$ cat src/verilog/pdct_pkg.sv
// constants and types for the prescaled down counter timer
package pdct_pkg;
   localparam logic [7:0] PDCT_ADDR_PRESC  = 8'hD2;
   localparam logic [7:0] PDCT_ADDR_COUNT  = 8'hD3;
   localparam logic [7:0] PDCT_ADDR_CTRL   = 8'hD4;
   localparam int         PDCT_ZERO_BIT    = 7;
   localparam int         PDCT_IEN_BIT     = 6;
   localparam int         PDCT_DIR_BIT     = 5;
   localparam int         PDCT_DATA_BIT    = 4;
   localparam int         PDCT_RUN_BIT     = 3;
   localparam logic [7:0] PDCT_COUNT_RESET = 8'hFF;
   localparam logic [6:0] PDCT_PRESC_RESET = 7'h7F;
   localparam logic [7:0] PDCT_CTRL_RESET  = 8'h00;
   localparam int         PDCT_INT_DIV     = 12;
   localparam logic [3:0] PDCT_DIV_LAST    = 4'(PDCT_INT_DIV - 1);
   localparam logic [7:0] PDCT_IRQ_VECTOR  = 8'h04;
   typedef enum logic [1:0] {
      PDCT_MODE_EVENT = 2'b00,
      PDCT_MODE_GATED = 2'b01,
      PDCT_MODE_OUT0  = 2'b10,
      PDCT_MODE_OUT1  = 2'b11
   } pdct_mode_t;
endpackage

$ cat src/verilog/pdct_timer.sv
// prescaled eight-bit down counter timer with timer pin modes
//
// Our own choice: the strobed register port.
`timescale 1ns/1ps
`default_nettype none
// Behaviour
// - count decrements on tap edge; zero sets flag
// - irq while zero flag and enable set
// - prescaler fed by clock/12 or pin
// - tap k-1 clocks count; factor one direct
// - tap select maps to powers of two
// - run bit low forces 7Fh, stops prescaler and count
// - software may load prescaler while running
// - gated mode counts clock/12 while pin high
// - event mode counts pin rising edges
// - output mode drives pin from latch
// - latch transparent while zero flag high
// - write 00h or bit7 sets zero flag
// - reset loads FFh, 7Fh, clears control
// - count write beats coincident zero decrement
// - count and prescaler read back live
// - control fields at D4h as documented
// - pending irq offered as wake request
// - direction high forces pin as output
module pdct_timer (
   // clock and reset
   input  wire logic        clk,
   input  wire logic        sys_rst,
   // register port
   input  wire logic [7:0]  reg_addr,
   input  wire logic [7:0]  reg_wdata,
   input  wire logic        reg_write,
   input  wire logic        reg_read,
   output logic      [7:0]  reg_rdata,
   // timer pin
   input  wire logic        timer_pin_in,
   output logic             timer_pin_out,
   output logic             timer_pin_oe,
   output logic             port_override,
   // interrupt
   output logic             irq_request,
   output logic      [7:0]  irq_vector,
   output logic             wake_request
);
   import pdct_pkg::*;

   typedef struct packed {
      logic [7:0] count_value;
      logic [6:0] prescaler_value;
      logic       zero_flag;
      logic       zero_irq_enable;
      logic       pin_direction_select;
      logic       pin_data;
      logic       prescaler_run;
      logic [2:0] tap_select;
      logic [3:0] div_cnt;
      logic       pin_s1;
      logic       pin_s2;
      logic       pin_s3;
      logic       out_latch;
      logic [7:0] rdata;
   } pdct_state_t;

   pdct_state_t st;
   pdct_state_t next_st;

   // rising edge test for the synchronised pin
   function automatic logic rose(input logic now_v, input logic was_v);
      rose = now_v & ~was_v;
   endfunction

   // a borrow reaches bit k-1 only when the k low bits are all zero,
   // so the tap rises on the input tick itself; no stale edge memory
   function automatic logic tap_borrow(input logic [6:0] value, input logic [2:0] tap);
      logic [6:0] mask;
      mask = 7'((8'h01 << tap) - 8'h01);
      tap_borrow = ((value & mask) == 7'h00);
   endfunction

   logic       div_tick;
   logic       presc_tick;
   logic       count_tick;
   logic [7:0] count_dec;
   logic       wr_presc;
   logic       wr_count;
   logic       wr_ctrl;
   pdct_mode_t mode;

   always_comb begin
      next_st = st;
      mode = pdct_mode_t'({st.pin_direction_select, st.pin_data});
      wr_presc = reg_write && (reg_addr == PDCT_ADDR_PRESC);
      wr_count = reg_write && (reg_addr == PDCT_ADDR_COUNT);
      wr_ctrl  = reg_write && (reg_addr == PDCT_ADDR_CTRL);
      // pin synchroniser; s1 feeds only s2
      next_st.pin_s1 = timer_pin_in;
      next_st.pin_s2 = st.pin_s1;
      next_st.pin_s3 = st.pin_s2;
      // internal divide by twelve
      div_tick = (st.div_cnt == PDCT_DIV_LAST);
      next_st.div_cnt = div_tick ? 4'h0 : st.div_cnt + 4'h1;
      // prescaler clock source per mode
      case (mode)
         PDCT_MODE_EVENT: presc_tick = rose(st.pin_s2, st.pin_s3);
         PDCT_MODE_GATED: presc_tick = div_tick && st.pin_s2;
         PDCT_MODE_OUT0,
         PDCT_MODE_OUT1:  presc_tick = div_tick;
         default:         presc_tick = 1'b0;
      endcase
      presc_tick = presc_tick && st.prescaler_run;
      // tap: factor one uses input, else rising bit k-1
      // a prescaler load replaces the decrement, so no tap edge then except at factor one
      count_tick = presc_tick
                   && ((st.tap_select == 3'h0) || !wr_presc)
                   && tap_borrow(st.prescaler_value, st.tap_select);
      // prescaler update
      if (!st.prescaler_run) begin
         next_st.prescaler_value = PDCT_PRESC_RESET;
      end else if (wr_presc) begin
         next_st.prescaler_value = reg_wdata[6:0];
      end else if (presc_tick) begin
         next_st.prescaler_value = st.prescaler_value - 7'h01;
      end
      // count update; write wins over decrement
      count_dec = st.count_value - 8'h01;
      if (wr_count) begin
         next_st.count_value = reg_wdata;
         if (reg_wdata == 8'h00) begin
            next_st.zero_flag = 1'b1;
         end
      end else if (count_tick) begin
         next_st.count_value = count_dec;
      end
      // control write; hardware set wins over software clear
      if (wr_ctrl) begin
         next_st.zero_flag            = reg_wdata[PDCT_ZERO_BIT];
         next_st.zero_irq_enable      = reg_wdata[PDCT_IEN_BIT];
         next_st.pin_direction_select = reg_wdata[PDCT_DIR_BIT];
         next_st.pin_data             = reg_wdata[PDCT_DATA_BIT];
         next_st.prescaler_run        = reg_wdata[PDCT_RUN_BIT];
         next_st.tap_select           = reg_wdata[2:0];
         if (wr_count && reg_wdata == 8'h00) begin
            next_st.zero_flag = 1'b1;
         end
      end
      if (!wr_count && count_tick && count_dec == 8'h00) begin
         next_st.zero_flag = 1'b1;
      end
      // output latch follows data while flag high
      if (st.zero_flag) begin
         next_st.out_latch = st.pin_data;
      end
      // live read back, one cycle later
      next_st.rdata = 8'h00;
      if (reg_read) begin
         case (reg_addr)
            PDCT_ADDR_PRESC: next_st.rdata = {1'b0, st.prescaler_value};
            PDCT_ADDR_COUNT: next_st.rdata = st.count_value;
            PDCT_ADDR_CTRL:  next_st.rdata = {st.zero_flag, st.zero_irq_enable,
                                              st.pin_direction_select, st.pin_data,
                                              st.prescaler_run, st.tap_select};
            default:         next_st.rdata = 8'h00;
         endcase
      end
   end

   always_ff @(posedge clk or posedge sys_rst) begin
      if (sys_rst) begin
         st                 <= '0;
         st.count_value     <= PDCT_COUNT_RESET;
         st.prescaler_value <= PDCT_PRESC_RESET;
         {st.zero_flag, st.zero_irq_enable, st.pin_direction_select, st.pin_data,
          st.prescaler_run, st.tap_select} <= PDCT_CTRL_RESET;
      end else begin
         st <= next_st;
      end
   end

   // transparent while flag high, so no cycle of lag on the pin
   assign timer_pin_out = st.zero_flag ? st.pin_data : st.out_latch;
   assign timer_pin_oe  = st.pin_direction_select;
   assign port_override = st.pin_direction_select;
   assign irq_request   = st.zero_flag && st.zero_irq_enable;
   assign irq_vector    = PDCT_IRQ_VECTOR;
   assign wake_request  = irq_request;
   assign reg_rdata     = st.rdata;

endmodule // pdct_timer
`default_nettype wire

$ cat config.mk
export PLATFORM = sky130hd
export DESIGN_NAME = pdct_timer
export DESIGN_NICKNAME = d
export VERILOG_FILES = /design/src/verilog/pdct_pkg.sv /design/src/verilog/pdct_timer.sv
export SDC_FILE = /design/constraint.sdc
export NUM_CORES = 1
export LEC_CHECK = 0
export BUFFER_PORTS_ARGS = -buffer_cell sky130_fd_sc_hd__buf_4
export CAP_MARGIN = 10
export CORE_UTILIZATION = 40
export CTS_CLUSTER_DIAMETER = 40
export DETAILED_ROUTE_END_ITERATION = 10
export GPL_ROUTABILITY_DRIVEN = 1
export PLACE_DENSITY = 0.66
export SYNTH_ARGS = -nofsm -noshare
export SYNTH_HDL_FRONTEND = slang
export SYNTH_SLANG_ARGS = --single-unit
$ cat constraint.sdc
create_clock -name clk -period 3.1 [get_ports clk]
set_input_delay 0.62 -clock clk [delete_from_list [all_inputs] [get_ports clk]]
set_output_delay 0.62 -clock clk [all_outputs]
set_load 0.02 [all_outputs]
# Word level (Yosys, flattened, before mapping)
# Index checks and enable logic that the tools add are counted.
dict set report word_totals {
  ff_bits 39
  latch_bits 0
  ram_bits 0
  mem_bits_ro 0
  inputBits 21
  out_inout_bits 21
  mem_count 0
}
dict set report classes {
  n_addsub 4
  n_mul 0
  div_mod_pow 0
  n_lt_le_gt_ge 0
  n_eq_ne 8
  shift 1
  muxes 15
  n_bitwise 3
  n_reduce_logical 24
}
# operator count
set op_table {}
lappend op_table {{$mux W8} 4}
lappend op_table {{$eq A8 B8 Y1 const B} 3}
lappend op_table {{$pmux W8 S3} 1}
lappend op_table {{$mux W7} 3}
lappend op_table {{$logic_not A8 Y1} 2}
lappend op_table {{$sub A7 B1 Y7 const B} 2}
lappend op_table {{$logic_and A1 B1 Y1} 11}
lappend op_table {{$sub A8 B1 Y8 const B} 1}
lappend op_table {{$and A7 B7 Y7} 1}
lappend op_table {{$logic_not A7 Y1} 1}
lappend op_table {{$shl A1 B3 Y7 const A} 1}
lappend op_table {{$reduce_bool A3 Y1} 2}
lappend op_table {{$mux W1} 5}
lappend op_table {{$add A4 B1 Y4 const B} 1}
lappend op_table {{$eq A2 B2 Y1 const B} 2}
lappend op_table {{$eq A4 B4 Y1 const B} 1}
lappend op_table {{$mux W4} 1}
lappend op_table {{$logic_not A3 Y1} 1}
lappend op_table {{$ne A3 B1 Y1 const B} 1}
lappend op_table {{$pmux W1 S3} 1}
lappend op_table {{$eq A2 B1 Y1 const B} 1}
lappend op_table {{$logic_not A1 Y1} 2}
lappend op_table {{$logic_not A2 Y1} 1}
lappend op_table {{$reduce_and A2 Y1} 1}
lappend op_table {{other kinds (5)} 5}

# Logic depth before layout (Yosys ltp)
# Gate-level depths: netlist of the first run.
dict set report logic_depth {
  word_depth 10
  ltp_mapped 10
  mapped_depth_nobuf 9
}

# Least setup slack after synthesis of the first run
# No wires, ideal clock.
dict set report synth_path {
  path_type {register -> register}
  from {register st[18] in the netlist's numbering}
  to {register st[23] in the netlist's numbering}
  setup_time_ns 0.069
  t_arrival_ns 2.469
  t_required_ns 3.031
  slack_ns 0.562
  stages_incl_launch_ff 10
  n_path_buf 1
  period_less_slack_ns 2.538
  path_cell_list {dfrtp_1 -> buf_2 -> or3_1 -> ha_1 -> and2b_1 -> o31ai_2 -> a211oi_4 -> nand3_4 -> or4_1 -> nand3_1}
}
dict set report synth_via {
  elab_chain_len 9
  elab_cells_between_ends 14
}
# item line_no
set synth_rtl {}
lappend synth_rtl {{from (decl)} pdct_timer.sv:64} ;# pdct_state_t st;
lappend synth_rtl {{from (signal assigned)} pdct_timer.sv:175} ;# st <= next_st;
lappend synth_rtl {{$shl A1 B3 Y7} pdct_timer.sv:76} ;# mask = 7'((8'h01 << tap) - 8'h01);
lappend synth_rtl {{$sub A7 B1 Y7} pdct_timer.sv:76}
lappend synth_rtl {{$and A7 B7 Y7} pdct_timer.sv:77} ;# tap_borrow = ((value & mask) == 7'h00);
lappend synth_rtl {{$logic_not A7 Y1} pdct_timer.sv:77}
lappend synth_rtl {{$logic_and A1 B1 Y1 *} pdct_timer.sv:115} ;# && tap_borrow(st.prescaler_value, st.tap_select);
lappend synth_rtl {{$logic_and A1 B1 Y1 * (2 in series)} pdct_timer.sv:146} ;# if (!wr_count && count_tick && count_dec == 8'h00) begin
lappend synth_rtl {{$reduce_bool A3 Y1 (no line)} -}
lappend synth_rtl {{$reduce_and A2 Y1 (no line)} -}
# Every way passes the cells marked *; elsewhere a longest branch is shown, timed or not.
# A chain may end at the register's enable or synchronous reset.

# Worst setup path in the final report of the first run
dict set report layout_path {
  from {register st[17] in the netlist's numbering}
  to {register st[23] in the netlist's numbering}
}
# Same word-level chain as after synthesis.

==> key figures, run 1 <==
Synth
  – FF+latch count, synth: 39
  – Ys flop type: dfrtp_1
  – Mapped Cells: ~250
  – Sequential share of the synthesized area: between 40% and 50%
  – FFs w/ async S/R, synth: between 90% and 100%
  – Synthesis Warnings: 0
  – Post-Syn Area per Cell: just under 10 um^2
  – Top post-synthesis cells by area: dfrtp_1 (25%), dfstp_2 (16%), buf_4 (5.6%)
  – Cell with the most instances after synthesis: nand2_1
  – Area share of the leading cell type in the synthesized netlist: about a quarter
  – Post-synthesis cell area: around 0.0024 mm^2
  – Number of synthesized flops with an enable pin: 0
  – Cell variety after synth: 48
  – Post-synth top cells: nand2_1 (36), dfrtp_1 (24), buf_4 (18), dfstp_2 (15), o21ai_0 (12)
  – Cell taking the most area after synthesis: dfrtp_1

Timing
  – Minimum clock period: 2.76 ns
  – Final Max Slew Viols: 0
  – Worst setup margin: about 0.34 ns
  – Clock skew: ~0.0072 ns
  – Final hold vios: 0
  – Fin Setup TNS: 0 ns
  – Slew headroom: 48.7%
  – Final setup viols: 0
  – Highest clock rate: around 0.36 GHz
  – Worst-Margin Slew: roughly 0.76 ns
  – Final worst-path cycle share: between 80% and 90%
  – RSZ-0062 raised after global routing: false

CTS
  – Max clock buf depth: 2
  – CTS clk-pin slew, worst paths: around 0.08 ns
  – Num CTS Buffers: 5
  – Hold_buf cts: 0
  – Total setup buffers inserted after CTS: 0
  – H-tree depth: 2
  – Clk Tree Root Cell: clkbuf_8
  – Post-CTS Resized: 0
  – Worst skew pair latency: approximately 0.31 ns
  – CTS tree: done
  – # clock sinks: 39

Critical path
  – Slowest-stage cell, CP: or4_1
  – CP arrival: between 3 and 4 ns
  – CP cell instances: or3_1 -> ha_1 -> and2b_1 -> o31ai_2 -> a211oi_4 -> nand3_4 -> or4_1 -> nand3_1
  – Worst endpoint required time: approximately 3.3 ns
  – Critical Path End Type: flip-flop
  – Critical Path Fanout Max: 12
  – WP buf/inv: 0
  – Crit path largest cell delay: 0.53 ns
  – Kind of cell adding the most delay to the critical path: simple AND/OR/NAND/NOR gates
  – WS Path Type: reg2reg
  – Startpoint types: flip-flop

Route
  – Routed len/inst: 16.2 um
  – Post-route DRC: 0
  – Drt first pass iters: 4
  – Total wire length: approximately 5600 um
  – DRT antenna net count: 0
  – Vias per cell: between 5 and 6
  – Routed via count: 1,931
  – DRT iter0 DRCs: approximately 200

Floorplan
  – Ports: between 40 and 50
  – Full die area: 0.00631 mm^2
  – Die Y: slightly below 80 um
  – Initial core utilization: between 40% and 50%
  – Die width: slightly below 80 um
  – Core box area: roughly 0.0056 mm^2
  – Row count: 27

Placed design
  – DP HPWL: 4050 um
  – Pre-CTS WS: just under 0.4 ns
  – RD Place Congestion: a little over 0.9
  – I/O Buffers: 33

GRT
  – Largest net degree at the start of global routing: 18
  – First-pass GRT wire length: 9150 um
  – GRT Util Overall: roughly a fifth
  – Grt ovf: 0
  – Vias in the first global route: 1,802
  – Initial antenna violation count: 0

Min path
  – Worst min path class: in2async

Final layout
  – Post-synthesis to final-layout area growth: 13.1%
  – NumNets Final: 299
  – Fill cells: between 500 and 600
  – Layout cells sized above 1: 31.0%
  – # diodes: 0

Outcome
  – Outcome: complete, no violations

Pwr
  – Peak supply drop: between 0.2 and 0.25 mV
  – PwrDens: slightly below 400 mW/mm^2
  – Leakage: 1.16 nW

Run
  – Max capacitance violation total: 0
-- where the power goes --
| part | internal [mW] | leakage (nW) | total (mW) | switching [mW] |
|---|---|---|---|---|
| Clock | 0.157 | 0.0402 | 0.355 | 0.198 |
| Combinational | 0.0609 | 0.637 | 0.142 | 0.0809 |
| Sequential | 0.536 | 0.480 | 0.563 | 0.0271 |
| Total | 0.753 | 1.16 | 1.06 | 0.306 |
-- layout make-up --
class	count	area (um^2)	share of cell area (%)
clock buffers	5	68.8	2.54
multi-input cells	180	1220	44.8
well taps	72	90.1	3.32
flip-flops and latches	39	995	36.7
inverters	8	30.0	1.11
repair buffers	39	293	10.8
clock inverters	3	20.0	0.738
-- per-stage QoR --
stage                     power, mW  util [%]  area [um^2]  hold slack [ns]  std cells
after floorplan               0.663         -         2420            0.331        254
after global placement        0.708      46.5         2620            0.337        338
after detailed placement      0.713      46.5         2620            0.336        338
after CTS                      1.07      48.1         2710            0.355        346
after global routing           1.11      48.1         2710            0.369        346
final                          1.06      48.1         2710            0.344        346
-- layer usage --
metal	routed length, um	GRT usage [%]	vias to the layer above
met3	494	3.89	21
met1	2380	26.7	899
met5	0	0	-
met4	159	8.18	0
met2	2560	29.7	107
li1	-	-	904
-- worst paths after layout --
kind / from / to / slack (ns) / cells past startpoint
max: st[17]$_DFFE_PP0P_ / st[23]$_DFFE_PP0P_ / 0.34 / 8
min: sys_rst / reg_rdata[5]$_DFF_PP0_ / 0.34 / 2
max reg2reg: st[17]$_DFFE_PP0P_ / st[23]$_DFFE_PP0P_ / 0.34 / 8
min reg2reg: next_st[10]$_DFF_PP0_ / next_st[9]$_DFF_PP0_ / 0.35 / 0
max in group asynchronous: sys_rst / st[36]$_DFFE_PP1P_ / 2.09 / 3
min in group clk: next_st[10]$_DFF_PP0_ / next_st[9]$_DFF_PP0_ / 0.35 / 0
-- state kept, by name, indices dropped and copies added, names as in the netlist --
name / flops
reg_rdata: 8
st: 27
port_override: 1
mode: 1
next_st: 2
-- kinds of logic (layout without fill, tap and decap cells) --
| kind of cell | after synthesis | after routing | share of synthesized area [%] |
|---|---|---|---|
| XOR/XNOR | 12 | 12 | 4.38 |
| flip-flops | 39 | 39 | 41.5 |
| AO/OA/AOI/OAI | 45 | 45 | 13.1 |
| adder cells (fa/ha/maj) | 5 | 5 | 2.61 |
| other | 2 | 8 | 0.313 |
| buffers and inverters | 35 | 55 | 8.76 |
| multiplexers | 14 | 14 | 6.36 |
| AND/OR/NAND/NOR | 96 | 96 | 23.0 |
-- cells in the final DEF, fill, tap and decap left out, types with 3 or more instances in the layout --
cell type	n
buf_4	39
nand2_1	36
dfrtp_1	24
dfstp_2	15
o21ai_0	12
nor2_1	11
a21oi_1	10
mux2_2	10
inv_1	8
nand3_1	8
a22oi_1	8
conb_1	8
xor2_1	6
xnor2_1	6
ha_1	5
clkbuf_8	5
mux2i_1	4
nor4_1	4
or4_1	3
nor3b_1	3
a31oi_1	3
nor4b_1	3
and2_1	3
or3_1	3
nand2b_1	3
o211ai_1	3
(Power assumes the default switching activity.)
==> inputs of run 2 (changes only) <==
ABC_AREA = 1   (was not set)
==> key figures, run 2 <==
Timing
  – Final worst-path cycle share: 63.6% (-25 points)
  – Highest clock rate: 0.507 GHz (+40%)
  – Fin Setup TNS: 0 ns (unchanged)
  – Minimum clock period: 1.97 ns (-0.790 ns)
  – Clock skew: 0.00230 ns (-0.00494 ns)
  – Final Max Slew Viols: 0 (unchanged)
  – Final setup viols: 0 (unchanged)
  – RSZ-0062 raised after global routing: false
  – Slew headroom: 61.9% (+13 points)
  – Worst-Margin Slew: 0.570 ns (-0.192 ns)
  – Final hold vios: 0 (unchanged)

CTS
  – Hold_buf cts: 0 (unchanged)
  – # clock sinks: 39 (unchanged)
  – Clk Tree Root Cell: clkbuf_8
  – Num CTS Buffers: 5 (unchanged)
  – Worst skew pair latency: 0.29 ns (-0.02 ns)
  – Post-CTS Resized: 0 (unchanged)
  – Max clock buf depth: 2 (unchanged)
  – Total setup buffers inserted after CTS: 0 (unchanged)
  – CTS tree: done
  – CTS clk-pin slew, worst paths: 0.08 ns (about the same)
  – H-tree depth: 2 (unchanged)

Route
  – Total wire length: 5770 um (+3.1%)
  – Vias per cell: 4.85 (-13%)
  – DRT antenna net count: 0 (unchanged)
  – Post-route DRC: 0 (unchanged)
  – DRT iter0 DRCs: 104 (-47%)
  – Routed len/inst: 12.6 um (-22%)
  – Routed via count: 2,212 (+15%)
  – Drt first pass iters: 5 (+1)

Synth
  – Number of synthesized flops with an enable pin: 0 (unchanged)
  – Cell taking the most area after synthesis: dfrtp_1
  – Mapped Cells: 357 (+44%)
  – FFs w/ async S/R, synth: 100% (unchanged)
  – Area share of the leading cell type in the synthesized netlist: 23.3% (-1.7 points)
  – Post-synthesis cell area: 0.00257 mm^2 (+7.4%)
  – Post-synth top cells: nand2_1 (105), inv_1 (48), nand3_1 (31), nor2_1 (28), dfrtp_1 (24)
  – Top post-synthesis cells by area: dfrtp_1 (23%), dfstp_2 (15%), nand2_1 (15%)
  – Post-Syn Area per Cell: 7.21 um^2 (-25%)
  – Cell variety after synth: 34 (-29%)
  – Sequential share of the synthesized area: 38.6% (-2.8 points)
  – Cell with the most instances after synthesis: nand2_1
  – Ys flop type: dfrtp_1
  – FF+latch count, synth: 39 (unchanged)
  – Synthesis Warnings: 0 (unchanged)

Run
  – Max capacitance violation total: 0 (unchanged)

Final layout
  – Final Util: 47.7% (-0.41 points)
  – Post-synthesis to final-layout area growth: 12.2%
  – Fill cells: 604 (+14%)
  – # diodes: 0 (unchanged)
  – NumNets Final: 406 (+36%)
  – Most common cell after layout, fill and taps aside: nand2_1
  – Commonest cells after routing, fill and taps aside: nand2_1 (105), inv_1 (48), buf_4 (34)
  – Largest register FFs: 27 (unchanged)
  – Reg with most FFs: st
  – Layout cells sized above 1: 19.2% (-12 points)

Critical path
  – Critical Path Fanout Max: 10 (-2)
  – Kind of cell adding the most delay to the critical path: simple AND/OR/NAND/NOR gates
  – WP buf/inv: 2 (+2)
  – CP cell instances: inv_1 -> nand3_1 -> ha_1 -> nand4_1 -> nand2_1 -> inv_1 -> nand2_1 -> nand3_2 -> o21ai_4 -> nand2_1 -> nand2_1
  – Most frequent CP cell: nand2_1
  – Crit path largest cell delay: 0.58 ns (+0.05 ns)
  – Critical Path End Type: flip-flop
  – Startpoint types: flip-flop
  – CP arrival: 2.21 ns (-0.80 ns)
  – WS Path Type: reg2reg
  – Worst endpoint required time: 3.34 ns (about the same)
  – Slowest-stage cell, CP: dfrtp_1

Pwr
  – Leakage: 1.54 nW (+33%)
  – Peak supply drop: 0.293 mV (+31%)
  – PwrDens: 559 mW/mm^2 (+43%)

Placed design
  – DP HPWL: 4410 um (+8.9%)
  – I/O Buffers: 33 (unchanged)
  – RD Place Congestion: 0.852 (-7.9%)

GRT
  – Grt ovf: 0 (unchanged)
  – Largest net degree at the start of global routing: 40 (+22)
  – Initial antenna violation count: 0 (unchanged)
  – Vias in the first global route: 2,051 (+14%)
  – GRT Util Overall: 19.1% (-0.35 points)
  – First-pass GRT wire length: 9600 um (+5.0%)

Min path
  – Worst min path class: reg2reg

Floorplan
  – Die width: 82.2 um (+3.5%)
  – Initial core utilization: 42.5% (about the same)
  – Full die area: 0.00676 mm^2 (+7.2%)
  – Row count: 28 (+3.7%)
  – Ports: 42 (unchanged)
  – Die Y: 82.2 um (+3.5%)
  – Core box area: 0.00606 mm^2 (+7.4%)

Outcome
  – Outcome: complete, no violations
## run 2: cells by family (layout without fill, tap and decap cells)
kind of cell / count (synthesis) / after routing / share of synthesized area [%]
AOI/OAI and AO/OA: 43 / 43 / 9.23
xor gates and xnor gates: 6 / 6 / 2.04
and+or+nand+nor: 187 / 187 / 32.3
adders and majority gates: 5 / 5 / 2.43
other: 2 / 8 / 0.292
DFF: 39 / 39 / 38.6
buffers and inverters: 74 / 92 / 14.7
muxes: 1 / 1 / 0.437
## run 2: power breakdown
group / internal (mW) / total, mW / switching (mW)
combinational: 0.182 / 0.454 / 0.272
sequential: 0.584 / 0.654 / 0.0702
clock: 0.322 / 0.505 / 0.183
## run 2: layout make-up
cell class                 instances  area [um^2]  area share, %
clock buffer                       6         72.6           2.51
multi-input combinational        250         1220           42.4
timing repair buffer              34          255           8.84
clock inverter                     2         60.1           2.08
sequential                        39          995           34.4
inverter                          50          188           6.50
tap                               75         93.8           3.25
## run 2: stage by stage
step	setup slack (ns)	hold slack, ns	cells	area, um^2	total power [mW]
after CTS	1.13	0.361	456	2890	1.62
after global routing	0.926	0.384	456	2890	1.73
final	1.13	0.357	456	2890	1.61
after detailed placement	1.01	0.343	448	2760	1.12
after floorplan	1.43	0.331	363	2600	1.01
after global placement	1.04	0.336	448	2760	1.11
## run 2: final timing paths
check                                 startpoint                     end  slack [ns]  cells past startpoint
max reg2reg                   st[17]$_DFFE_PP0P_      st[36]$_DFFE_PP1P_        1.13                     11
max in group asynchronous                sys_rst      st[24]$_DFFE_PP1P_        2.30                      3
min                        next_st[10]$_DFF_PP0_    next_st[9]$_DFF_PP0_        0.36                      0
max                           st[17]$_DFFE_PP0P_      st[36]$_DFFE_PP1P_        1.13                     11
min reg2reg                next_st[10]$_DFF_PP0_    next_st[9]$_DFF_PP0_        0.36                      0
min in group asynchronous                sys_rst  reg_rdata[6]$_DFF_PP0_        0.44                      3
## run 2: layer usage
metal	vias to the layer above	track usage, %	wire length (um)
met4	0	5.79	54
met5	-	0	0
met2	50	30.7	2620
met3	5	4.18	303
met1	1007	25.6	2790
li1	1150	-	-
==> inputs of run 3 (changes only) <==
ABC_AREA = 0   (was 1)
clock period = 1.9 ns   (was 3.1 ns; I/O delays follow)
==> key figures, run 3 (synthesis results as in run 1) <==
Route
  – Total wire length: 5730 um (-0.59%)
  – Routed len/inst: 15.0 um (+18%)
  – Drt first pass iters: 4 (-1)
  – Post-route DRC: 0 (unchanged)
  – Met2 routed WL: 2760 um (+5.5%)
  – WL met3: 264 um (-13%)
  – DR top layer: met4
  – Vias per cell: 5.19 (+6.9%)
  – Met1 wire length: 2630 um (-5.9%)
  – DRT antenna net count: 0 (unchanged)
  – DRT iter0 DRCs: 118 (+13%)
  – Routed via count: 1,987 (-10%)

Final layout
  – Post-synthesis to final-layout area growth: 29.7%
  – Final Cell Area: 0.00311 mm^2 (+7.7%)
  – # diodes: 0 (unchanged)
  – Largest register FFs: 27 (unchanged)
  – Most common cell after layout, fill and taps aside: buf_4
  – NumNets Final: 336 (-17%)
  – Reg with most FFs: st
  – Commonest cells after routing, fill and taps aside: buf_4 (75), nand2_1 (36), dfrtp_1 (24)
  – Layout cells sized above 1: 42.4% (+23 points)

CTS
  – CTS clk-pin slew, worst paths: 0.08 ns (about the same)
  – Num CTS Buffers: 5 (unchanged)
  – Max clock buf depth: 2 (unchanged)
  – H-tree depth: 2 (unchanged)
  – Clk Tree Root Cell: clkbuf_8
  – # clock sinks: 39 (unchanged)
  – CTS tree: done
  – Hold_buf cts: 0 (unchanged)
  – Worst skew pair latency: 0.29 ns (about the same)

Placed design
  – DP Area: 0.00290 mm^2 (+5.2%)
  – I/O Buffers: 33 (unchanged)
  – Pre-CTS WS: -0.440 ns (-1.45 ns)
  – RD Place Congestion: 0.897 (+5.2%)
  – DP HPWL: 4310 um (-2.3%)

Floorplan
  – Core box area: 0.00564 mm^2 (-6.9%)
  – Die Y: 79.4 um (-3.4%)
  – Row count: 27 (-3.6%)
  – Initial core utilization: 42.5% (about the same)
  – Full die area: 0.00631 mm^2 (-6.7%)
  – Die width: 79.4 um (-3.4%)
  – Ports: 42 (unchanged)

Critical path
  – Setup slack, reg-to-reg: -0.39 ns (-1.52 ns)
  – Depth of the most critical reg-to-reg path: 8 (-3)
  – WS Path Type: reg2reg
  – CP Launch Point: st[17]$_DFFE_PP0P_
  – Worst endpoint required time: 2.12 ns (-1.22 ns)
  – FF-to-FF Start: st[17]$_DFFE_PP0P_
  – Critical Path Fanout Max: 7 (-3)
  – Critical Path End Type: flip-flop
  – Startpoint types: flip-flop
  – Reg-to-Reg End: st[35]$_DFFE_PP1P_
  – Crit path to: st[35]$_DFFE_PP1P_
  – CP arrival: 2.51 ns (+0.30 ns)

Pwr
  – Leakage: 1.40 nW (-9.2%)
  – Peak supply drop: 0.363 mV (+24%)
  – PwrDens: 631 mW/mm^2 (+13%)
  – Overall Power: 1.96 mW (+22%)

GRT
  – Grt ovf: 0 (unchanged)
  – Largest net degree at the start of global routing: 40 (unchanged)
  – First-pass GRT wire length: 9240 um (-3.8%)
  – Vias in the first global route: 1,912 (-6.8%)
  – GRT Util Overall: 19.3% (+0.15 points)
  – Initial antenna violation count: 0 (unchanged)

Outcome
  – Outcome: finished with violations
  – Failing checks: setup timing

Run
  – Max capacitance violation total: 0 (unchanged)

Min path
  – Worst min path class: in2reg

Timing
  – Minimum clock period: 2.29 ns (+0.319 ns)
  – Final worst-path cycle share: 121% (+57 points)
  – Hold_ws: 0.194 ns (-0.163 ns)
  – Final hold vios: 0 (unchanged)
  – Highest clock rate: 0.436 GHz (-14%)
  – Slew headroom: 50.2% (-12 points)
  – RSZ-0062 raised after global routing: true
  – Worst-Margin Slew: 0.740 ns (+0.170 ns)
  – Final Max Slew Viols: 0 (unchanged)
  – Clock skew: 0.00731 ns (+0.00501 ns)
  – Final setup viols: 10 (+10)
  – Worst setup margin: -0.391 ns (-1.52 ns)
## run 3: where the power goes
group / switching [mW] / internal [mW]
Sequential: 0.0219 / 0.873
Combinational: 0.173 / 0.173
Clock: 0.296 / 0.425
Total: 0.491 / 1.47
## run 3: worst min path at each step
stage,cells past startpoint,to,startpoint
after global routing,1,next_st[10]$_DFF_PP0_,timer_pin_in
after global placement,0,next_st[9]$_DFF_PP0_,next_st[10]$_DFF_PP0_
after floorplan,0,next_st[9]$_DFF_PP0_,next_st[10]$_DFF_PP0_
after detailed placement,0,next_st[9]$_DFF_PP0_,next_st[10]$_DFF_PP0_
final,1,next_st[10]$_DFF_PP0_,timer_pin_in
after CTS,1,next_st[10]$_DFF_PP0_,timer_pin_in
## run 3: worst max-delay path, cell delays in order (launching register included)
cell and delay (ns):
dfrtp_1 0.38, or3_4 0.40, ha_4 0.19, and2b_2 0.25, o31ai_4 0.07, a211oi_4 0.27, nand3_4 0.16, or3_1 0.37
a31oi_1 0.13
## run 3: cell type report
type	count	area, um^2
well taps	72	90.1
clock inverters	2	35.0
inverters	8	30.0
repair buffers	76	574
flip-flops and latches	39	995
clock buffers	6	82.6
fillers	502	2530
multi-input cells	180	1300
## run 3: repair_timing
item,in CTS,in global routing
setup buffers,3,3
gates cloned,0,0
pin swaps,11,4
gates resized for setup,7,6
endpoints found under the setup margin,11,12
## run 3: metrics by stage
stage,utilization (%),instances,setup TNS [ns]
finish,55.1,383,-3.07
global route,55.1,383,-4.02
CTS,54.2,380,-2.90
detailed placement,51.4,370,-3.37
global placement,51.4,370,-2.77
floorplan,-,254,-2.93
## run 3: per-layer routing
layer  GRT usage, %  up-vias
met3           2.74        9
li1               -      971
met1           25.8      958
met4           5.45        0
met2           32.2       49
met5              0        -
